### src/hdl/pmt_pkg.sv
// Purpose: constants for the pulse measurement timer channel
// Assumes: AHB-Lite register access, 32-bit words
// Notes:   offsets are byte addresses of aligned words
package pmt_pkg;
  // ----------------------------------------------------------------
  // register offsets
  // ----------------------------------------------------------------
  localparam logic [7:0] OFS_CTRL   = 8'h00;  // clock/mode/edge select
  localparam logic [7:0] OFS_IEN    = 8'h04;  // channel_interrupt_enable
  localparam logic [7:0] OFS_FLAGS  = 8'h08;  // channel_event_flags
  localparam logic [7:0] OFS_TCA    = 8'h0C;  // time_counter_primary
  localparam logic [7:0] OFS_EVC    = 8'h10;  // pulse_event_counter
  localparam logic [7:0] OFS_TCC    = 8'h14;  // time_counter_secondary
  localparam logic [7:0] OFS_CMP    = 8'h18;  // event_compare_value
  localparam logic [7:0] OFS_CLR    = 8'h1C;  // counter clear strobes
  // ----------------------------------------------------------------
  // field positions
  // ----------------------------------------------------------------
  localparam int BIT_SEC  = 3;   // secondary overflow / compare
  localparam int BIT_EVW  = 2;   // event wrap
  localparam int BIT_PRI  = 1;   // primary overflow
  localparam int BIT_CAP  = 0;   // capture
  localparam int CKS_LSB  = 5;   // clock select field low bit
  localparam int MD_LSB   = 2;   // mode field low bit
  localparam int EG_LSB   = 0;   // edge field low bit
  localparam int CNT_LSB  = 8;   // 24-bit count sits in 31:8
  // ----------------------------------------------------------------
  // reset and load values
  // ----------------------------------------------------------------
  localparam logic [23:0] TC_ZERO  = 24'h00_0000;
  localparam logic [23:0] TC_ONE   = 24'h00_0001;  // word 0000_0100
  localparam logic [23:0] TC_MAX   = 24'hFF_FFFF;
  localparam logic [15:0] EV_ZERO  = 16'h0000;
  localparam logic [15:0] EV_ONE   = 16'h0001;
  localparam logic [15:0] EV_MAX   = 16'hFFFF;
  localparam logic [15:0] CMP_RST  = 16'hFFFF;
  localparam logic [7:0]  BYTE_Z   = 8'h00;
  localparam logic [1:0]  EG_RISE  = 2'b01;
  localparam logic [1:0]  EG_FALL  = 2'b10;
  // ----------------------------------------------------------------
  // operating modes
  // ----------------------------------------------------------------
  typedef enum logic [2:0] {
    PMT_EDGE_CNT = 3'b000,
    PMT_EDGE_INT = 3'b001,
    PMT_LEVEL    = 3'b010,
    PMT_RSVD     = 3'b011,
    PMT_PWM      = 3'b100,
    PMT_ROT      = 3'b101,
    PMT_UPDN     = 3'b110,
    PMT_QUAD     = 3'b111
  } pmt_mode_t;
endpackage

### src/hdl/pmt_channel.sv
// Purpose: one pulse measurement timer channel with AHB-Lite registers
// Assumes: clock buses are same-domain pulses; pulse inputs come from outside, async
// Notes:   counters, flags, enables and combined interrupt requests
//
// Operation
// - bit 3 enable gates secondary flag
// - bit 2 enable gates event wrap flag
// - bit 1 enable gates primary flag
// - bit 0 enable gates capture request
// - overflow request ORs three enabled flags
// - flags byte, bits 7..4 read zero
// - flag cleared by 0 after read 1
// - bit 3: C wrap or compare
// - bit 2: event counter wraps either way
// - bit 1: counter A wraps to zero
// - bit 0: capture; DMA view read clears
// - flags reset to zero
// - counter A counts selected bus, 31:8
// - A clear on count edge loads one
// - counters reset to zero
// - 16-bit up/down event counter on inputs
// - event clear on up-count edge loads one
// - single-input modes use selected edge
// - up/down: both edges, second sets direction
// - quad mode: all edges of both
// - C counts only PWM and rotation
// - C event clear on its clock, loads one
// - 3-bit clock select, codes 0..5
// - mode field decode
`timescale 1ns/100ps
`default_nettype none
module pmt_channel
  import pmt_pkg::*;
#(
  parameter int         NUM_BUS    = 6,     // clock buses
  parameter bit         UPDN_HI_UP = 1'b0   // second input high counts up
)(
  // clock, reset, enable
  input  wire logic               CORE_CLK_IN,
  input  wire logic               RST_IN,
  input  wire logic               CLK_EN_IN,
  // ahb-lite slave
  input  wire logic               HSEL_IN,
  input  wire logic [7:0]         HADDR_IN,
  input  wire logic [1:0]         HTRANS_IN,
  input  wire logic               HWRITE_IN,
  input  wire logic [2:0]         HSIZE_IN,
  input  wire logic               HREADY_IN,
  input  wire logic [31:0]        HWDATA_IN,
  output logic      [31:0]        HRDATA_OUT,
  output logic                    HREADYOUT_OUT,
  output logic                    HRESP_OUT,
  // counter clock buses (pulses, same clock domain)
  input  wire logic [NUM_BUS-1:0] CLK_BUS_IN,
  // external pulse pins
  input  wire logic               PULSE_INPUT_FIRST_IN,
  input  wire logic               PULSE_INPUT_SECOND_IN,
  // events from the rest of the channel
  input  wire logic               CAPTURE_IN,
  input  wire logic               DMA_VIEW_READ_IN,
  input  wire logic               SEC_CLEAR_EVT_IN,
  // interrupt requests
  output logic                    OVF_IRQ_OUT,
  output logic                    CAP_IRQ_OUT
);
  // elaboration check: the select field and bus vector must agree
  if (NUM_BUS != 6)
  begin : g_bus_check
    $error("pmt_channel: six clock buses required");
  end
  // ----------------------------------------------------------------
  // registers
  // ----------------------------------------------------------------
  logic [7:0]  ctrl_r;            // clock / mode / edge select
  logic [3:0]  ien_r;             // channel_interrupt_enable
  logic [3:0]  flags_r;           // channel_event_flags
  logic [3:0]  seen_one_r;        // flag read as 1 since last write
  logic [23:0] tca_r;             // time_counter_primary
  logic [15:0] evc_r;             // pulse_event_counter
  logic [23:0] tcc_r;             // time_counter_secondary
  logic [15:0] cmp_r;             // event_compare_value
  logic        sec_clr_pend_r;    // C clear waiting for its tick
  // bus pipeline
  logic        dp_wr_r;           // data phase write
  logic [7:0]  dp_addr_r;         // data phase address
  // field views
  logic [2:0]  cks;               // counter_clock_select
  pmt_mode_t   mode;              // channel_mode_select
  logic [1:0]  egs;               // edge_sense_select
  assign cks  = ctrl_r[CKS_LSB +: 3];
  assign mode = pmt_mode_t'(ctrl_r[MD_LSB +: 3]);
  assign egs  = ctrl_r[EG_LSB +: 2];
  // ----------------------------------------------------------------
  // pin synchronisers, three stages
  // ----------------------------------------------------------------
  logic [2:0] sa_r;               // first input stages
  logic [2:0] sb_r;               // second input stages
  logic       la_r;               // accepted first level
  logic       lb_r;               // accepted second level
  // stage 0 only feeds stage 1; a change counts when 1 and 2 agree
  always_ff @(posedge CORE_CLK_IN)
  begin
    if (RST_IN)
    begin
      sa_r <= 3'b000;
      sb_r <= 3'b000;
      la_r <= 1'b0;
      lb_r <= 1'b0;
    end
    else if (CLK_EN_IN)
    begin
      sa_r <= {sa_r[1:0], PULSE_INPUT_FIRST_IN};
      sb_r <= {sb_r[1:0], PULSE_INPUT_SECOND_IN};
      if (sa_r[1] == sa_r[2]) la_r <= sa_r[2];
      if (sb_r[1] == sb_r[2]) lb_r <= sb_r[2];
    end
  end
  // edge detection on accepted levels
  logic a_rise, a_fall, b_rise, b_fall, a_any, b_any;
  assign a_rise = CLK_EN_IN && (sa_r[1] == sa_r[2]) && sa_r[2] && !la_r;
  assign a_fall = CLK_EN_IN && (sa_r[1] == sa_r[2]) && !sa_r[2] && la_r;
  assign b_rise = CLK_EN_IN && (sb_r[1] == sb_r[2]) && sb_r[2] && !lb_r;
  assign b_fall = CLK_EN_IN && (sb_r[1] == sb_r[2]) && !sb_r[2] && lb_r;
  assign a_any  = a_rise || a_fall;
  assign b_any  = b_rise || b_fall;
  // ----------------------------------------------------------------
  // event count decision
  // ----------------------------------------------------------------
  logic ev_inc, ev_dec, a_sel_edge;
  // selected edge of first input; both edges only legal in some modes
  assign a_sel_edge = (egs[0] && a_rise) || (egs[1] && a_fall);
  always_comb
  begin
    ev_inc = 1'b0;
    ev_dec = 1'b0;
    case (mode)
      PMT_EDGE_CNT, PMT_EDGE_INT, PMT_LEVEL, PMT_PWM, PMT_ROT:
        ev_inc = a_sel_edge;
      PMT_UPDN:
      begin
        // direction from current second level, polarity set by parameter
        ev_inc = a_any && (lb_r == UPDN_HI_UP);
        ev_dec = a_any && (lb_r != UPDN_HI_UP);
      end
      PMT_QUAD:
      begin
        // quadrature: direction from the other phase level
        ev_inc = (a_any && (sa_r[2] != lb_r)) ||
                 (b_any && (sb_r[2] == la_r));
        ev_dec = (a_any && (sa_r[2] == lb_r)) ||
                 (b_any && (sb_r[2] != la_r));
      end
      default: ev_inc = 1'b0;   // reserved mode holds the counter
    endcase
  end
  // ----------------------------------------------------------------
  // bus access decode
  // ----------------------------------------------------------------
  logic ap_valid;                 // address phase accepted
  assign ap_valid = HSEL_IN && HREADY_IN && HTRANS_IN[1] && CLK_EN_IN;
  logic wr_now;                   // write data on bus this cycle
  assign wr_now = dp_wr_r && CLK_EN_IN;
  // single-cycle data phase, always OKAY
  assign HREADYOUT_OUT = 1'b1;
  assign HRESP_OUT     = 1'b0;
  always_ff @(posedge CORE_CLK_IN)
  begin
    if (RST_IN)
    begin
      dp_wr_r   <= 1'b0;
      dp_addr_r <= BYTE_Z;
    end
    else if (CLK_EN_IN)
    begin
      dp_wr_r   <= ap_valid && HWRITE_IN;
      dp_addr_r <= HADDR_IN;
    end
  end
  // write strobes per register
  logic w_ctrl, w_ien, w_flags, w_tca, w_evc, w_tcc, w_cmp, w_clr;
  assign w_ctrl  = wr_now && dp_addr_r == OFS_CTRL;
  assign w_ien   = wr_now && dp_addr_r == OFS_IEN;
  assign w_flags = wr_now && dp_addr_r == OFS_FLAGS;
  assign w_tca   = wr_now && dp_addr_r == OFS_TCA;
  assign w_evc   = wr_now && dp_addr_r == OFS_EVC;
  assign w_tcc   = wr_now && dp_addr_r == OFS_TCC;
  assign w_cmp   = wr_now && dp_addr_r == OFS_CMP;
  assign w_clr   = wr_now && dp_addr_r == OFS_CLR;
  // ----------------------------------------------------------------
  // control, enable and compare registers
  // ----------------------------------------------------------------
  always_ff @(posedge CORE_CLK_IN)
  begin
    if (RST_IN)
    begin
      ctrl_r <= BYTE_Z;
      ien_r  <= 4'h0;
      cmp_r  <= CMP_RST;
    end
    else if (CLK_EN_IN)
    begin
      if (w_ctrl) ctrl_r <= HWDATA_IN[7:0];
      if (w_ien)  ien_r  <= HWDATA_IN[3:0];
      if (w_cmp)  cmp_r  <= HWDATA_IN[15:0];
    end
  end
  // ----------------------------------------------------------------
  // shared count tick from the selected clock bus
  // ----------------------------------------------------------------
  logic tick;
  // reserved codes 110/111 pick no bus; time counters then stand still
  assign tick = CLK_EN_IN && (cks < 3'(NUM_BUS)) && CLK_BUS_IN[cks];
  // ----------------------------------------------------------------
  // time counter A
  // ----------------------------------------------------------------
  logic clr_a, clr_e;             // software clear strobes
  assign clr_a = w_clr && HWDATA_IN[0];
  assign clr_e = w_clr && HWDATA_IN[1];
  logic a_wrap;
  assign a_wrap = tick && !clr_a && !w_tca && tca_r == TC_MAX;
  always_ff @(posedge CORE_CLK_IN)
  begin
    if (RST_IN)
      tca_r <= TC_ZERO;
    else if (CLK_EN_IN)
    begin
      if (clr_a)
        tca_r <= tick ? TC_ONE : TC_ZERO;
      else if (w_tca)
        tca_r <= HWDATA_IN[CNT_LSB +: 24];
      else if (tick)
        tca_r <= tca_r + TC_ONE;
    end
  end
  // ----------------------------------------------------------------
  // event counter
  // ----------------------------------------------------------------
  logic e_wrap;
  assign e_wrap = !clr_e && !w_evc &&
                  ((ev_inc && !ev_dec && evc_r == EV_MAX) ||
                   (ev_dec && !ev_inc && evc_r == EV_ZERO));
  always_ff @(posedge CORE_CLK_IN)
  begin
    if (RST_IN)
      evc_r <= EV_ZERO;
    else if (CLK_EN_IN)
    begin
      if (clr_e)
        evc_r <= (ev_inc && !ev_dec) ? EV_ONE : EV_ZERO;
      else if (w_evc)
        evc_r <= HWDATA_IN[15:0];
      else if (ev_inc && !ev_dec)
        evc_r <= evc_r + EV_ONE;
      else if (ev_dec && !ev_inc)
        evc_r <= evc_r - EV_ONE;
    end
  end
  // ----------------------------------------------------------------
  // time counter C
  // ----------------------------------------------------------------
  logic c_run, c_wrap, c_match;
  assign c_run   = (mode == PMT_PWM) || (mode == PMT_ROT);
  assign c_wrap  = tick && c_run && !sec_clr_pend_r && !w_tcc &&
                   tcc_r == TC_MAX && mode == PMT_PWM;
  // compare against value with eight zero low bits, i.e. its 24-bit view
  assign c_match = c_run && mode == PMT_ROT &&
                   tcc_r == {cmp_r, BYTE_Z};
  logic c_match_d_r;              // match edge so flag sets once
  // external clear requests wait for the next count tick
  always_ff @(posedge CORE_CLK_IN)
  begin
    if (RST_IN)
    begin
      tcc_r          <= TC_ZERO;
      sec_clr_pend_r <= 1'b0;
      c_match_d_r    <= 1'b0;
    end
    else if (CLK_EN_IN)
    begin
      c_match_d_r <= c_match;
      if (w_tcc)
        tcc_r <= HWDATA_IN[CNT_LSB +: 24];
      else if (tick && c_run && sec_clr_pend_r)
        tcc_r <= TC_ONE;
      else if (tick && c_run)
        tcc_r <= tcc_r + TC_ONE;
      if (tick && c_run)
        sec_clr_pend_r <= 1'b0;
      if (c_run && SEC_CLEAR_EVT_IN)
        sec_clr_pend_r <= 1'b1;
    end
  end
  // ----------------------------------------------------------------
  // status flags
  // ----------------------------------------------------------------
  logic [3:0] set_v, clr_v;
  assign set_v[BIT_SEC] = c_wrap || (c_match && !c_match_d_r);
  assign set_v[BIT_EVW] = e_wrap;
  assign set_v[BIT_PRI] = a_wrap;
  assign set_v[BIT_CAP] = CAPTURE_IN && CLK_EN_IN;
  // clear only where 0 is written after a read of 1; writing 1 ignored
  assign clr_v = w_flags ? (~HWDATA_IN[3:0] & seen_one_r) : 4'h0;
  logic rd_flags;                 // flags read in its address phase
  // marks follow the very value that is latched onto hrdata
  assign rd_flags = ap_valid && !HWRITE_IN && HADDR_IN == OFS_FLAGS;
  genvar gi;
  generate
    for (gi = 0; gi < 4; gi++)
    begin : g_flag
      logic dma_clr;
      assign dma_clr = (gi == BIT_CAP) && DMA_VIEW_READ_IN;
      always_ff @(posedge CORE_CLK_IN)
      begin
        if (RST_IN)
        begin
          flags_r[gi]    <= 1'b0;
          seen_one_r[gi] <= 1'b0;
        end
        else if (CLK_EN_IN)
        begin
          // set wins over any clear in the same cycle
          if (set_v[gi])
            flags_r[gi] <= 1'b1;
          else if (clr_v[gi] || dma_clr)
            flags_r[gi] <= 1'b0;
          if (rd_flags && flags_r[gi])
            seen_one_r[gi] <= 1'b1;   // a 1 handed out stays clearable
          else if (w_flags || dma_clr)
            seen_one_r[gi] <= 1'b0;
        end
      end
    end
  endgenerate
  // ----------------------------------------------------------------
  // interrupt requests
  // ----------------------------------------------------------------
  assign OVF_IRQ_OUT = (flags_r[BIT_SEC] && ien_r[BIT_SEC]) ||
                       (flags_r[BIT_EVW] && ien_r[BIT_EVW]) ||
                       (flags_r[BIT_PRI] && ien_r[BIT_PRI]);
  assign CAP_IRQ_OUT = flags_r[BIT_CAP] && ien_r[BIT_CAP];
  // ----------------------------------------------------------------
  // read data, registered in the address phase
  // ----------------------------------------------------------------
  logic [31:0] rd_mux;
  always_comb
  begin
    rd_mux = 32'h0000_0000;
    case (HADDR_IN)
      OFS_CTRL:  rd_mux = {24'h00_0000, ctrl_r};
      OFS_IEN:   rd_mux = {28'h000_0000, ien_r};
      OFS_FLAGS: rd_mux = {28'h000_0000, flags_r};
      OFS_TCA:   rd_mux = {tca_r, BYTE_Z};
      OFS_EVC:   rd_mux = {16'h0000, evc_r};
      OFS_TCC:   rd_mux = {tcc_r, BYTE_Z};
      OFS_CMP:   rd_mux = {16'h0000, cmp_r};
      default:   rd_mux = 32'h0000_0000;   // unmapped reads zero
    endcase
  end
  always_ff @(posedge CORE_CLK_IN)
  begin
    if (RST_IN)
      HRDATA_OUT <= 32'h0000_0000;
    else if (CLK_EN_IN && ap_valid && !HWRITE_IN)
      HRDATA_OUT <= rd_mux;
  end
  // ----------------------------------------------------------------
  // assertions
  // ----------------------------------------------------------------
  a_ovf_irq_or: assert property (@(posedge CORE_CLK_IN) disable iff (RST_IN)
    OVF_IRQ_OUT == |(flags_r[3:1] & ien_r[3:1]))
    else $error("overflow request mismatch");
  a_cap_irq_gate: assert property (@(posedge CORE_CLK_IN) disable iff (RST_IN)
    !ien_r[BIT_CAP] |-> !CAP_IRQ_OUT)
    else $error("capture request not gated");
  a_flag_set_wins: assert property (@(posedge CORE_CLK_IN) disable iff (RST_IN)
    CLK_EN_IN && set_v[BIT_PRI] |=> flags_r[BIT_PRI])
    else $error("primary flag lost");
  a_a_wrap_flag: assert property (@(posedge CORE_CLK_IN) disable iff (RST_IN)
    CLK_EN_IN && a_wrap |=> tca_r == TC_ZERO && flags_r[BIT_PRI])
    else $error("counter A wrap wrong");
  a_flag_no_sw_set: assert property (@(posedge CORE_CLK_IN) disable iff (RST_IN)
    !flags_r[BIT_EVW] && !set_v[BIT_EVW] |=> !flags_r[BIT_EVW])
    else $error("event flag set without cause");
  a_c_hold: assert property (@(posedge CORE_CLK_IN) disable iff (RST_IN)
    !c_run && !w_tcc |=> $stable(tcc_r))
    else $error("counter C moved outside its modes");
  a_evc_wrap_flag: assert property (@(posedge CORE_CLK_IN) disable iff (RST_IN)
    CLK_EN_IN && e_wrap |=> flags_r[BIT_EVW])
    else $error("event wrap flag missing");
  a_a_clr_tick: assert property (@(posedge CORE_CLK_IN) disable iff (RST_IN)
    clr_a && tick |=> tca_r == TC_ONE)
    else $error("counter A clear value wrong");
endmodule
`default_nettype wire

### config.mk
export PLATFORM = sky130hd
export DESIGN_NAME = pmt_channel
export DESIGN_NICKNAME = d
export VERILOG_FILES = /design/src/hdl/pmt_pkg.sv /design/src/hdl/pmt_channel.sv
export SDC_FILE = /design/constraint.sdc
export NUM_CORES = 1
export LEC_CHECK = 0
export BUFFER_PORTS_ARGS = -buffer_cell sky130_fd_sc_hd__buf_2
export CAP_MARGIN = 20
export CORE_MARGIN = 2
export CORE_UTILIZATION = 30
export CTS_BUF_LIST = sky130_fd_sc_hd__clkbuf_8
export CTS_CLUSTER_SIZE = 16
export DETAILED_ROUTE_END_ITERATION = 10
export MAX_ROUTING_LAYER = met4
export SYNTH_ARGS = -nofsm -noshare
export SYNTH_HDL_FRONTEND = slang
export SYNTH_SLANG_ARGS = --single-unit
### constraint.sdc
create_clock -name CORE_CLK_IN -period 4.2 [get_ports CORE_CLK_IN]
set_clock_uncertainty 0.15 [all_clocks]
set_input_delay 0.42 -clock CORE_CLK_IN [delete_from_list [all_inputs] [get_ports CORE_CLK_IN]]
set_output_delay 0.42 -clock CORE_CLK_IN [all_outputs]
set_load 0.02 [all_outputs]
Word level (Yosys, flattened, before mapping) --
Cells that the tools add are included.
Operators by class: add/sub/neg operators 4, $mul 0, div/mod/pow operators 0, order comparisons 2, equality and inequality tests 29, shift operators 0, mux-type cells 34, bitwise logic cells 3, reduce and logical (&&, ||, !) cells 127
Operators with widths (number):
- $pmux W32 S7 | 1
- $mux W24 | 6
- $logic_and A1 B1 Y1 | 67
- $mux W16 | 4
- $eq A8 B5 Y1 const B | 7
- $add A24 B1 Y24 const B | 2
- $eq A24 B24 Y1 const B | 2
- $reduce_and A2 Y1 | 17
- $eq A8 B4 Y1 const B | 4
- $eq A24 B24 Y1 | 1
- $mux W1 | 19
- $reduce_bool A2 Y1 | 9
- $add A16 B1 Y16 const B | 1
- $eq A16 B16 Y1 const B | 1
- $eq A8 B3 Y1 const B | 2
- $logic_not A16 Y1 | 1
- $logic_not A8 Y1 | 2
- $sub A16 B1 Y16 const B | 1
- $logic_not A1 Y1 | 14
- $eq A3 B3 Y1 const B | 4
- $logic_or A1 B1 Y1 | 12
- $reduce_bool A3 Y1 | 2
- $reduce_or A5 Y1 | 1
- $and A4 B4 Y4 | 1
- other kinds (14) | 18
Word-level totals: bits in registers 151, bits in latches 0, RAM bits 0, memory bits (read-only) 0, word-level logic and storage cells 222, memories kept 0

Depth between registers and ports, before layout --
Gate-level depths: netlist of run 1.
depth in word-level cells 15, gate-level depth with buffers 18, gate-level depth less buffers 15

Worst setup path before layout of run 1 --
OpenSTA, ideal clock, no wires.
path kind input to register, from input CLK_EN_IN, to register evc_r[14], arrival 3.506 ns, required time 3.931 ns, slack 0.424 ns, cell stages on the path 16, buffers on the path 4, path through buf_2 -> buf_2 -> buf_1 -> nand3_1 -> nor2_1 -> a22oi_1 -> inv_1 -> ha_1 -> inv_1 -> ha_1 -> clkbuf_1 -> nand2_1 -> o41a_1 -> o31ai_1 -> a2bb2oi_1 -> nand2_1
Between the ends: cells in the longest elaborated chain, start to end 12
Ends and longest elaborated chain:
- start, declared | line pmt_channel.sv:41 | input wire logic CLK_EN_IN,
- $logic_and A1 B1 Y1 (on tied branches) (3 in a row)
- $logic_or A1 B1 Y1 (on tied branches) | line pmt_channel.sv:124, pmt_channel.sv:125
- $logic_and A1 B1 Y1 (on tied branches) | line pmt_channel.sv:150, pmt_channel.sv:151
- $logic_or A1 B1 Y1 | line pmt_channel.sv:150 | ev_dec = (a_any && (sa_r[2] == lb_r)) ||
- $pmux W1 S2 | line pmt_channel.sv:136 | case (mode)
- $logic_not A1 Y1 | line pmt_channel.sv:252 | else if (ev_inc && !ev_dec)
- $logic_and A1 B1 Y1 | line pmt_channel.sv:252
- $mux W16 | line pmt_channel.sv:252
- $mux W16 | line pmt_channel.sv:250 | else if (w_evc)
- $mux W16 | line pmt_channel.sv:248 | if (clr_e)
- end signal, assigned | line pmt_channel.sv:249 | evc_r <= (ev_inc && !ev_dec) ? EV_ONE : EV_ZERO;
- end signal, assigned | line pmt_channel.sv:251 | evc_r <= HWDATA_IN[15:0];
- end signal, assigned | line pmt_channel.sv:253 | evc_r <= evc_r + EV_ONE;
- end, declared | line pmt_channel.sv:79 | logic [15:0] evc_r;
Parallel ways exist; a longest one is shown, timed or not. A chain may end at the register's enable or synchronous reset.

Worst setup path after layout of run 1 --
from register lb_r, to register evc_r[14]
Between the ends: cells in the longest elaborated chain, start to end 11
Ends and longest elaborated chain:
- start, declared | line pmt_channel.sv:99 | logic lb_r;
- start signal, assigned | line pmt_channel.sv:115 | if (sb_r[1] == sb_r[2]) lb_r <= sb_r[2];
- $logic_not A1 Y1 | line pmt_channel.sv:122 | assign b_rise = CLK_EN_IN && (sb_r[1] == sb_r[2]) && sb_r[2] && !lb_r;
- $logic_and A1 B1 Y1 | line pmt_channel.sv:122
- $logic_or A1 B1 Y1 | line pmt_channel.sv:125 | assign b_any = b_rise || b_fall;
- $logic_and A1 B1 Y1 | line pmt_channel.sv:151 | (b_any && (sb_r[2] != la_r));
- $logic_or A1 B1 Y1 | line pmt_channel.sv:150
- $pmux W1 S2 | line pmt_channel.sv:136
- $logic_not A1 Y1 | line pmt_channel.sv:252
- $logic_and A1 B1 Y1 | line pmt_channel.sv:252
- $mux W16 | line pmt_channel.sv:252
- $mux W16 | line pmt_channel.sv:250
- $mux W16 | line pmt_channel.sv:248
Parallel ways exist; a longest one is shown, timed or not.

==> results by group, run 1 <==
Place
  – Pre-CTS setup slack: 0.406 ns
  – IO Port Bufs: 91
  – Placement-stage cell area: between 0.009 and 0.01 mm2
  – DP HPWL: 22.5 mm
  – Placer Congestion: 0.928

Power
  – PwrDens: 281 mW/mm2
  – VDD IR max: 0.193 mV
  – Leakage dissipation: 3.68 nW

Floorplanning
  – Initial Utilization: 0.307
  – FP Rows: just over 60
  – Die X: 176 um
  – Die area: slightly above 0.03 mm2
  – Core ar.: just under 0.03 mm2
  – Die height: 176 um
  – Number of I/O pins: between 90 and 100

Setup path
  – Crit path depth: 15
  – Cells along the critical path: and4b_1, o2111ai_1, o21ai_0, a22oi_1, inv_1, ha_1, inv_1, buf_4, ha_1, nor3_1, nor2b_1, o41a_1, o31ai_1, a2bb2oi_1, nand2_1
  – Crit Path Class: reg2reg
  – Critical path required time: 4.41 ns
  – Critical Path Start Type: register
  – Crit path from: lb_r
  – Max stage delay cell, worst path: dfxtp_1
  – Worst r2r path cells: 15
  – R2R Path Start: lb_r
  – Buf+Inv Stages, Crit Path: 3
  – Largest stage delay, worst path: 0.48 ns
  – Crit Reg-Reg Endpoint: evc_r[14]
  – Worst setup EP type: register
  – CP top delay family: compound AO/OA/AOI/OAI gates
  – Worst Setup EP: evc_r[14]
  – Worst Path Max Fanout: 9
  – R2r setup slk: 0.34 ns
  – Crit path DAT: 4.08 ns

Routing
  – Via density: roughly 5.7
  – Drt wl/cell: 19.8 um
  – DRT iter0 DRCs: 946
  – DR pass1 iterations: 5
  – Vias: just under 9000
  – Post-route DRC: 0
  – DRT Wirelength: 30.7 mm
  – Final ANT Viol Nets: 0

Global routing
  – Largest net degree at the start of global routing: 81
  – GRT Overall Usage: 0.204
  – Grt total ovfl: 0
  – Number of global-route vias before repair: 8284
  – First-pass GRT wire length: 47.6 mm
  – Initial antenna violation count: 0

CTS
  – Clock Sinks: 151
  – Clk Latency, worst-skew pair: 0.47 ns
  – Setup Buffers After CTS: 0
  – Num CTS Buffers: 17
  – Root Buffer: clkbuf_8
  – # H-tree levels: 4
  – Post_cts resized: 0
  – CTS Hold Bufs: 0
  – CTS tree: yes
  – Clk pin slew, worst setup/hold paths: 0.09 ns
  – Worst-case clock buffer depth: 2

Yosys
  – Flop and latch count out of synthesis: 151
  – Synth area leaders: dfxtp_1 34%, nand2_1 5.9%, a21oi_1 4.0%
  – Post-synth ARST share: 0
  – Syn avg cell area: 8.05 um2
  – Syn_nets: 1185
  – Main flop type after synthesis: dfxtp_1
  – Seq/Total Area, Yosys: 0.340
  – Cell variety after synth: 91
  – Post-synth top area cell: dfxtp_1
  – Post-synth EDFFs: 0
  – Most common library cells after synthesis: 151 x dfxtp_1, 139 x nand2_1, 92 x nor2_1
  – Ys Warns: 0
  – Top-count cell post-synth: dfxtp_1
  – Synth Cell Area: 0.00888 mm2
  – Syn Inst Count: 1103
  – Share of the synthesized area in the top cell type: 0.340

Timing
  – WHS: 0.0422 ns
  – Period utilization: 0.920
  – Endpoints failing hold: 0
  – Final min period: 3.86 ns
  – # setup viols final: 0
  – Final TNS setup: 0 ns
  – Fin worst setup slack: approximately 0.34 ns
  – Final slew viol count: 0
  – Fmax: ~260 MHz
  – Relative slew slack: 0.296
  – RSZ-0062 raised after global routing: no
  – Tightest Pin Transition: 1.05 ns

Layout
  – Layout fillers: ~3100
  – Layout area overhead: 12.2%
  – Final Cell Area: 0.00996 mm2
  – N_diodes: 0
  – Layout cells sized above 1: 0.152
  – Final core occ: 0.344
  – # nets final: 1238

Flow run
  – Max-cap violations: 0

Min path
  – Cell count of the worst hold path: 3
  – Min-Delay Path Class: in2reg

Outcome
  – Status: finished, final reports clean
==> where the power goes <==
| part | internal, W | total [W] | leakage (nW) | switching [W] |
|---|---|---|---|---|
| registers | 0.00144 | 0.00147 | 1.22 | 0.0000235 |
| logic | 0.0000602 | 0.000188 | 2.27 | 0.000127 |
| clock network | 0.000528 | 0.00114 | 0.189 | 0.000613 |
==> cell type report <==
| cell class | instances | area (um2) | area share |
|---|---|---|---|
| multi-input combinational | 857 | 5410 | 0.543 |
| clock buffer | 17 | 234 | 0.0235 |
| sequential | 151 | 3020 | 0.303 |
| tap | 384 | 480 | 0.0482 |
| clock inverter | 14 | 150 | 0.0151 |
| timing repair buffer | 109 | 591 | 0.0593 |
| inverter | 20 | 75.1 | 0.00753 |
==> worst reg2reg max path: stages, from the launching register on <==
cell and delay [ns]:
dfxtp_1 0.48, and4b_1 0.23, o2111ai_1 0.22, o21ai_0 0.15, a22oi_1 0.26, inv_1 0.09, ha_1 0.23, inv_1 0.18
buf_4 0.22, ha_1 0.30, nor3_1 0.09, nor2b_1 0.14, o41a_1 0.34, o31ai_1 0.39, a2bb2oi_1 0.24, nand2_1 0.07
==> layout by cell type, fill, tap and decap left out, types with 7 or more instances in the layout <==
cell | netlist | layout
a221oi_1 | 16 | 16
clkbuf_8 | 1 | 17
xnor2_1 | 16 | 16
ha_1 | 19 | 19
nor3b_1 | 9 | 9
a211oi_1 | 11 | 10
o21ai_0 | 68 | 68
o21ai_1 | 7 | 7
a21oi_1 | 71 | 71
nand3b_1 | 7 | 7
a21o_1 | 7 | 7
and3_1 | 14 | 14
dfxtp_1 | 151 | 151
a22o_1 | 15 | 15
inv_1 | 19 | 19
nand2_1 | 139 | 139
nor2_1 | 92 | 92
nand4_1 | 24 | 24
nor4_1 | 19 | 19
nand3_1 | 60 | 60
nor3_1 | 30 | 29
buf_2 | 20 | 91
buf_4 | 4 | 18
a32oi_1 | 8 | 8
nand2b_1 | 8 | 8
a31oi_1 | 9 | 9
mux2i_1 | 27 | 27
nor2b_1 | 9 | 9
a22oi_1 | 33 | 33
xor2_1 | 26 | 26
and2_1 | 10 | 10
==> worst min path at each step <==
stage / startpoint / endpoint
5_1_grt: CAPTURE_IN / flags_r[0]
3_3_place_gp: HRDATA_OUT[3] / HRDATA_OUT[3]
4_1_cts: PULSE_INPUT_FIRST_IN / sa_r[0]
3_5_place_dp: HRDATA_OUT[8] / HRDATA_OUT[8]
2_1_floorplan: dp_wr_r / dp_wr_r
6_report: PULSE_INPUT_FIRST_IN / sa_r[0]
==> through the flow <==
stage	total power, W	instances
finish	0.00280	1552
floorplan	0.00160	1103
global route	0.00288	1552
global placement	0.00168	1521
CTS	0.00281	1552
detailed placement	0.00169	1521
==> metal layers <==
layer / up-vias / part of all wire / routed length (um) / track usage
li1: 4198 / - / - / -
met1: 4202 / 0.44 / 13500 / 0.268
met2: 347 / 0.47 / 14400 / 0.319
met3: 63 / 0.063 / 1950 / 0.0276
met4: 0 / 0.030 / 918 / 0.0751
met5: - / 0 / 0 / -
==> flip-flops by register name (all words and copies together), names as in the netlist <==
signal and flops:
ctrl_r 8, seen_one_r 4, tcc_r 24, flags_r 4
lb_r 1, la_r 1, ien_r 4, sec_clr_pend_r 1
HRDATA_OUT 32, dp_wr_r 1, dp_addr_r 8, c_match_d_r 1
sa_r 3, cmp_r 16, tca_r 24, evc_r 16
sb_r 3
==> cells by family (layout without fill, tap and decap cells) <==
family / after synthesis / in the layout / synth area share
buffers and inverters: 95 / 160 / 0.0524
multiplexers: 30 / 30 / 0.0355
flip-flops: 151 / 151 / 0.340
AO/OA/AOI/OAI: 301 / 301 / 0.230
XOR/XNOR: 42 / 42 / 0.0414
other: 2 / 2 / 0.000846
adder cells (fa/ha/maj): 20 / 20 / 0.0290
AND/OR/NAND/NOR: 462 / 462 / 0.270
Power figures use the tool's default switching activity.
==> run 2: changes to the inputs <==
==> constraint.sdc (replaced) <==
create_clock -name CORE_CLK_IN -period 4.2 [get_ports CORE_CLK_IN]
set_clock_uncertainty 0.15 [all_clocks]
set_input_delay 0.21 -clock CORE_CLK_IN [delete_from_list [all_inputs] [get_ports CORE_CLK_IN]]
set_output_delay 0.21 -clock CORE_CLK_IN [all_outputs]
set_load 0.02 [all_outputs]
==> results by group, run 2 (synthesis gave the netlist of run 1 again) <==
Setup path
  – Worst r2r path cells: 15
  – Worst Path Max Fanout: 14
  – Crit path from: lb_r
  – R2R Path Start: lb_r
  – Critical Path Start Type: register
  – Critical path required time: 4.41 ns
  – Crit Path Class: reg2reg
  – Crit path DAT: 4.06 ns
  – R2r setup slk: approximately 0.35 ns
  – Worst setup EP type: register
  – Crit Reg-Reg Endpoint: evc_r[15]

Timing
  – Final TNS setup: 0 ns
  – Fmax: 260 MHz
  – # setup viols final: 0
  – RSZ-0062 raised after global routing: no
  – Final min period: a little under 4 ns
  – Relative slew slack: 0.288
  – Fin worst setup slack: 0.349 ns
  – Endpoints failing hold: 0
  – Tightest Pin Transition: 1.07 ns
  – Period utilization: 0.917
  – Final slew viol count: 0

Place
  – Pre-CTS setup slack: 0.251 ns
  – DP HPWL: 22.3 mm
  – Placer Congestion: 0.935
  – IO Port Bufs: 91

Layout
  – Commonest non-fill, non-tap cell in the layout: dfxtp_1
  – N_diodes: 0
  – Layout area overhead: 17.4%
  – Layout cells sized above 1: 0.146
  – Most frequent cells in the layout: 151 x dfxtp_1, 139 x nand2_1, 92 x nor2_1, 91 x buf_2, 71 x a21oi_1
  – Layout fillers: 3033
  – Final core occ: 0.360
  – Multi-input gate area: 0.00542 mm2
  – Register name with the most flops: HRDATA_OUT
  – Register area: 0.00302 mm2
  – # nets final: 1281
  – Max FFs per register: 32
  – Largest regs: HRDATA_OUT (32), tca_r (24), tcc_r (24)

Routing
  – Post-route DRC: 0
  – Via density: roughly 5.6
  – Drt wl/cell: 19.2 um
  – DR pass1 iterations: 8
  – DRT Wirelength: about 30 mm
  – DRT iter0 DRCs: 792
  – Vias: 8912
  – Final ANT Viol Nets: 0

CTS
  – Num CTS Buffers: 17
  – CTS tree: yes
  – Clk pin slew, worst setup/hold paths: around 0.090 ns
  – Worst-case clock buffer depth: 2
  – Root Buffer: clkbuf_8
  – Clk Latency, worst-skew pair: ~0.47 ns
  – # H-tree levels: 4
  – Setup Buffers After CTS: 0
  – Clock Sinks: 151

Floorplanning
  – Number of I/O pins: 98
  – Die X: 176 um
  – Die area: 0.0310 mm2
  – FP Rows: 62
  – Die height: ~180 um
  – Initial Utilization: 0.307
  – Core ar.: 0.0289 mm2

Power
  – Leakage dissipation: 3.87 nW
  – PwrDens: 274 mW/mm2
  – VDD IR max: 0.222 mV

Global routing
  – First-pass GRT wire length: about 47 mm
  – Number of global-route vias before repair: about 8000
  – Grt total ovfl: 0
  – Initial antenna violation count: 0
  – Largest net degree at the start of global routing: 76
  – GRT Overall Usage: 0.200

Min path
  – Hold Crit Start: HREADY_IN
  – WHS Endpoint: dp_wr_r
  – Cell count of the worst hold path: 4
  – Min-Delay Path Class: in2reg

Outcome
  – Status: finished, final reports clean

Flow run
  – Max-cap violations: 0
==> run 2: changes by cell type in the layout (fill, tap and decap cells not counted), sizes merged <==
| cell | before | now |
|---|---|---|
| clkinvlp | 3 | 4 |
| inv | 22 | 24 |
| buf | 109 | 107 |
| clkinv | 7 | 4 |
| dlygate4sd3 | 0 | 45 |
| clkbuf | 17 | 18 |
==> run 2: final cells by class <==
cell class	count	share of cell area
clock buffer	18	0.0238
clock inverter	14	0.0143
inverter	20	0.00756
multi-input combinational	857	0.520
sequential	151	0.290
tap	384	0.0461
timing repair buffer	152	0.0985
==> run 2: power breakdown <==
part	internal [W]	leakage (nW)	switching (W)
Sequential	0.00144	1.22	0.0000233
Combinational	0.0000869	2.46	0.000133
Clock	0.000549	0.198	0.000616
==> run 2: worst max-delay path by stage <==
stage,to,slack [ns],cells after the start
4_1_cts,evc_r[15],0.22,13
3_5_place_dp,evc_r[15],0.25,13
2_1_floorplan,evc_r[14],0.63,16
5_1_grt,evc_r[15],0.05,15
6_report,evc_r[15],0.35,15
3_3_place_gp,evc_r[15],0.32,13
==> run 2: critical path: stages (launching register included) <==
cell and delay [ns]:
dfxtp_1 0.49, nor3b_1 0.27, nor2b_1 0.17, o2111ai_1 0.10, o21ai_0 0.11, a22oi_1 0.14
inv_1 0.09, ha_1 0.21, clkinvlp_4 0.29, ha_1 0.52, nand3_1 0.16, a211oi_1 0.27
a211oi_2 0.10, o21ai_0 0.32, nor3_1 0.09, a221o_1 0.26
==> run 2: layer usage <==
layer | vias to the layer above | global-route usage | wire length (um)
met5 | - | - | 0
met4 | 0 | 0.0517 | 592
met1 | 4282 | 0.260 | 13700
li1 | 4271 | - | -
met2 | 319 | 0.323 | 14500
met3 | 40 | 0.0329 | 1880
==> run 2: what timing repair did <==
action                                  4_1_cts  5_1_grt
resized for setup                             0        3
endpoints found under the setup margin        0        2
hold buffers                                 45        0
hold endpoints to repair                     92        0
==> run 2: per-stage QoR <==
stage                     cell area, um2  hold slack, ns  total power [W]  std cells
final                              10400          0.0146          0.00285       1596
after global routing               10400          0.0195          0.00296       1596
after CTS                          10400         0.00401          0.00286       1596
after detailed placement            9560           0.292          0.00169       1519
after global placement              9560           0.287          0.00168       1519
after floorplan                     8880           0.184          0.00160       1103
==> run 3: changes to the inputs <==
Settings changed: ABC_AREA set to 1, HOLD_SLACK_MARGIN set to 0.06.
==> results by group, run 3 <==
Yosys
  – Flop and latch count out of synthesis: around 150
  – Synth Cell Area: 0.00949 mm2
  – Post-synth top area cell: dfxtp_1
  – Post-synth ARST share: 0
  – Most common library cells after synthesis: 418 x nand2_1, 170 x nor2_1, 165 x inv_1
  – Top-count cell post-synth: nand2_1
  – Syn avg cell area: 6.19 um2
  – Post-synth EDFFs: 0
  – Syn Inst Count: 1532
  – Share of the synthesized area in the top cell type: 0.319
  – Main flop type after synthesis: dfxtp_1
  – Syn_nets: roughly 1600
  – Ys Warns: 0
  – Synth area leaders: dfxtp_1 32%, nand2_1 17%, a21oi_1 7.7%
  – Cell variety after synth: 44
  – Seq/Total Area, Yosys: 0.319

Setup path
  – Most frequent cell on the critical path: nand2_1
  – Cells along the critical path: dlygate4sd3_1, buf_2, clkinv_1, nor4_1, nor2_1, inv_1, nand2_1, nand3_1, ha_1, inv_1, ha_1, nand2_1, inv_1, nand3_1, o21ai_0, nand2_1, nand2_1, nand2_1, nand3_1, nand2_1, a21oi_1
  – CP top delay family: simple AND/OR/NAND/NOR gates
  – Critical Path Start Type: input port
  – Crit path DAT: 4.04 ns
  – Crit Path Class: in2reg
  – Buf+Inv Stages, Crit Path: 6
  – Worst setup EP type: register
  – Max stage delay cell, worst path: dlygate4sd3_1
  – Critical path required time: 4.49 ns
  – Worst Path Max Fanout: 8
  – Largest stage delay, worst path: 0.52 ns

Routing
  – Final ANT Viol Nets: 0
  – DRT Wirelength: 34.6 mm
  – Vias: 10629
  – DR pass1 iterations: 6
  – Post-route DRC: 0
  – Drt wl/cell: between 15 and 20 um
  – Via density: just over 5
  – DRT iter0 DRCs: approximately 900

Timing
  – # setup viols final: 0
  – Fmax: 267 MHz
  – WHS: between 0.2 and 0.3 ns
  – Endpoints failing hold: 0
  – Relative slew slack: 0.293
  – Final TNS setup: 0 ns
  – Tightest Pin Transition: 1.06 ns
  – Fin worst setup slack: roughly 0.45 ns
  – Final min period: 3.75 ns
  – Period utilization: 0.893
  – Final slew viol count: 0
  – RSZ-0062 raised after global routing: no

CTS
  – Num CTS Buffers: 17
  – Clock Sinks: roughly 150
  – Clk Latency, worst-skew pair: ~0.49 ns
  – Worst-case clock buffer depth: 2
  – CTS Hold Bufs: 56
  – CTS tree: yes
  – Post_cts resized: 0
  – Setup Buffers After CTS: 0
  – # H-tree levels: 4
  – Clk pin slew, worst setup/hold paths: about 0.10 ns
  – Root Buffer: clkbuf_8

Power
  – Int Pwr: 0.00202 W
  – Switch share: 0.287
  – Gate power share: 0.076
  – VDD IR max: 0.178 mV
  – Leakage dissipation: between 4 and 5 nW
  – Seq pwr share: 0.515
  – Clock power share: 0.409
  – PwrDens: 252 mW/mm2
  – Switching pwr: 0.000814 W

Floorplanning
  – Die X: 182 um
  – Die height: around 180 um
  – Core ar.: 0.0313 mm2
  – Die area: 0.0331 mm2
  – FP Rows: 65
  – Number of I/O pins: 98
  – Initial Utilization: 0.303

Layout
  – N_diodes: 0
  – # nets final: 1738
  – Layout fillers: approximately 3400
  – Final core occ: 0.360
  – Multi-input gate area: 0.00556 mm2
  – Layout area overhead: 18.7%
  – Most frequent cells in the layout: 418 x nand2_1, 169 x nor2_1, 165 x inv_1, 151 x dfxtp_1, 146 x a21oi_1
  – Layout cells sized above 1: 0.0983
  – Register area: just over 0.003 mm2
  – Max FFs per register: 32
  – Commonest non-fill, non-tap cell in the layout: nand2_1
  – Largest regs: HRDATA_OUT (32), tca_r (24), tcc_r (24)
  – Register name with the most flops: HRDATA_OUT

Global routing
  – M2 GR Usage: 0.355
  – Met3 Usage GRT: 0.0213
  – GR Util met1: 0.280
  – First-pass GRT wire length: 54.7 mm
  – Grt total ovfl: 0
  – Initial antenna violation count: 0
  – Largest net degree at the start of global routing: 58
  – GRT Overall Usage: 0.217
  – GRT busiest layer: met2
  – Number of global-route vias before repair: 9981

Flow run
  – Max-cap violations: 0

Place
  – Pre-CTS setup slack: 0.549 ns
  – IO Port Bufs: 91
  – DP HPWL: 25.6 mm
  – Placer Congestion: ~0.97

Outcome
  – Status: finished, final reports clean

Min path
  – Min-Delay Path Class: in2reg
[run 3: cell types whose count changed after synthesis, sizes merged, moves of 33 or more]
cell	change
a22oi	-33
inv	+150
nor2	+78
nand2	+283
a21oi	+76
nand3	+56
[run 3: final timing paths]
check	cells past startpoint	to	startpoint	slack, ns
max reg2reg	19	evc_r[14]	ctrl_r[3]	0.57
min	5	tca_r[0]	CLK_BUS_IN[5]	0.28
min reg2reg	2	HRDATA_OUT[29]	HRDATA_OUT[29]	0.31
max	21	evc_r[14]	CLK_EN_IN	0.45
[run 3: per-stage QoR]
step / instances / cell area (um2) / power [W]
4_1_cts: 2070 / 11300 / 0.00285
3_5_place_dp: 1982 / 10300 / 0.00167
3_3_place_gp: 1982 / 10300 / 0.00167
2_1_floorplan: 1532 / 9490 / 0.00158
6_report: 2071 / 11300 / 0.00284
5_1_grt: 2071 / 11300 / 0.00293
[run 3: final cells by class]
type                    instances  share of cell area
clock inverters                15              0.0140
inverters                     174              0.0580
repair buffers                162               0.100
flip-flops and latches        151               0.268
clock buffers                  17              0.0208
well taps                     402              0.0447
multi-input cells            1150               0.494
[run 3: kinds of logic after synthesis]
logic type                 after synthesis  share of synthesized area
adders and majority gates               20                     0.0272
AOI/OAI and AO/OA                      308                      0.175
xor gates and xnor gates                38                     0.0351
other                                    2                   0.000792
buffers and inverters                  231                     0.0952
and+or+nand+nor                        782                      0.348
DFF                                    151                      0.319
[run 3: power groups by stage]
stage,sequential (W),combinational [W],clock (W)
after floorplan,0.00149,0.0000958,0
after global placement,0.00149,0.000174,0
after detailed placement,0.00149,0.000176,0
after CTS,0.00146,0.000216,0.00117
after global routing,0.00146,0.000235,0.00123
final,0.00146,0.000217,0.00116
[run 3: metal layers]
| metal | wire length (um) | vias up | part of all wire |
|---|---|---|---|
| li1 | - | 5260 | - |
| met1 | 15600 | 4982 | 0.45 |
| met2 | 16400 | 334 | 0.47 |
| met3 | 1740 | 53 | 0.050 |
| met4 | 907 | 0 | 0.026 |
| met5 | 0 | - | 0 |
[run 3: tightest hold or removal path: stages]
cell and delay (ns):
buf_2 0.08, o21ai_0 0.08, nand2_2 0.23, nand3_1 0.12
a31oi_1 0.16
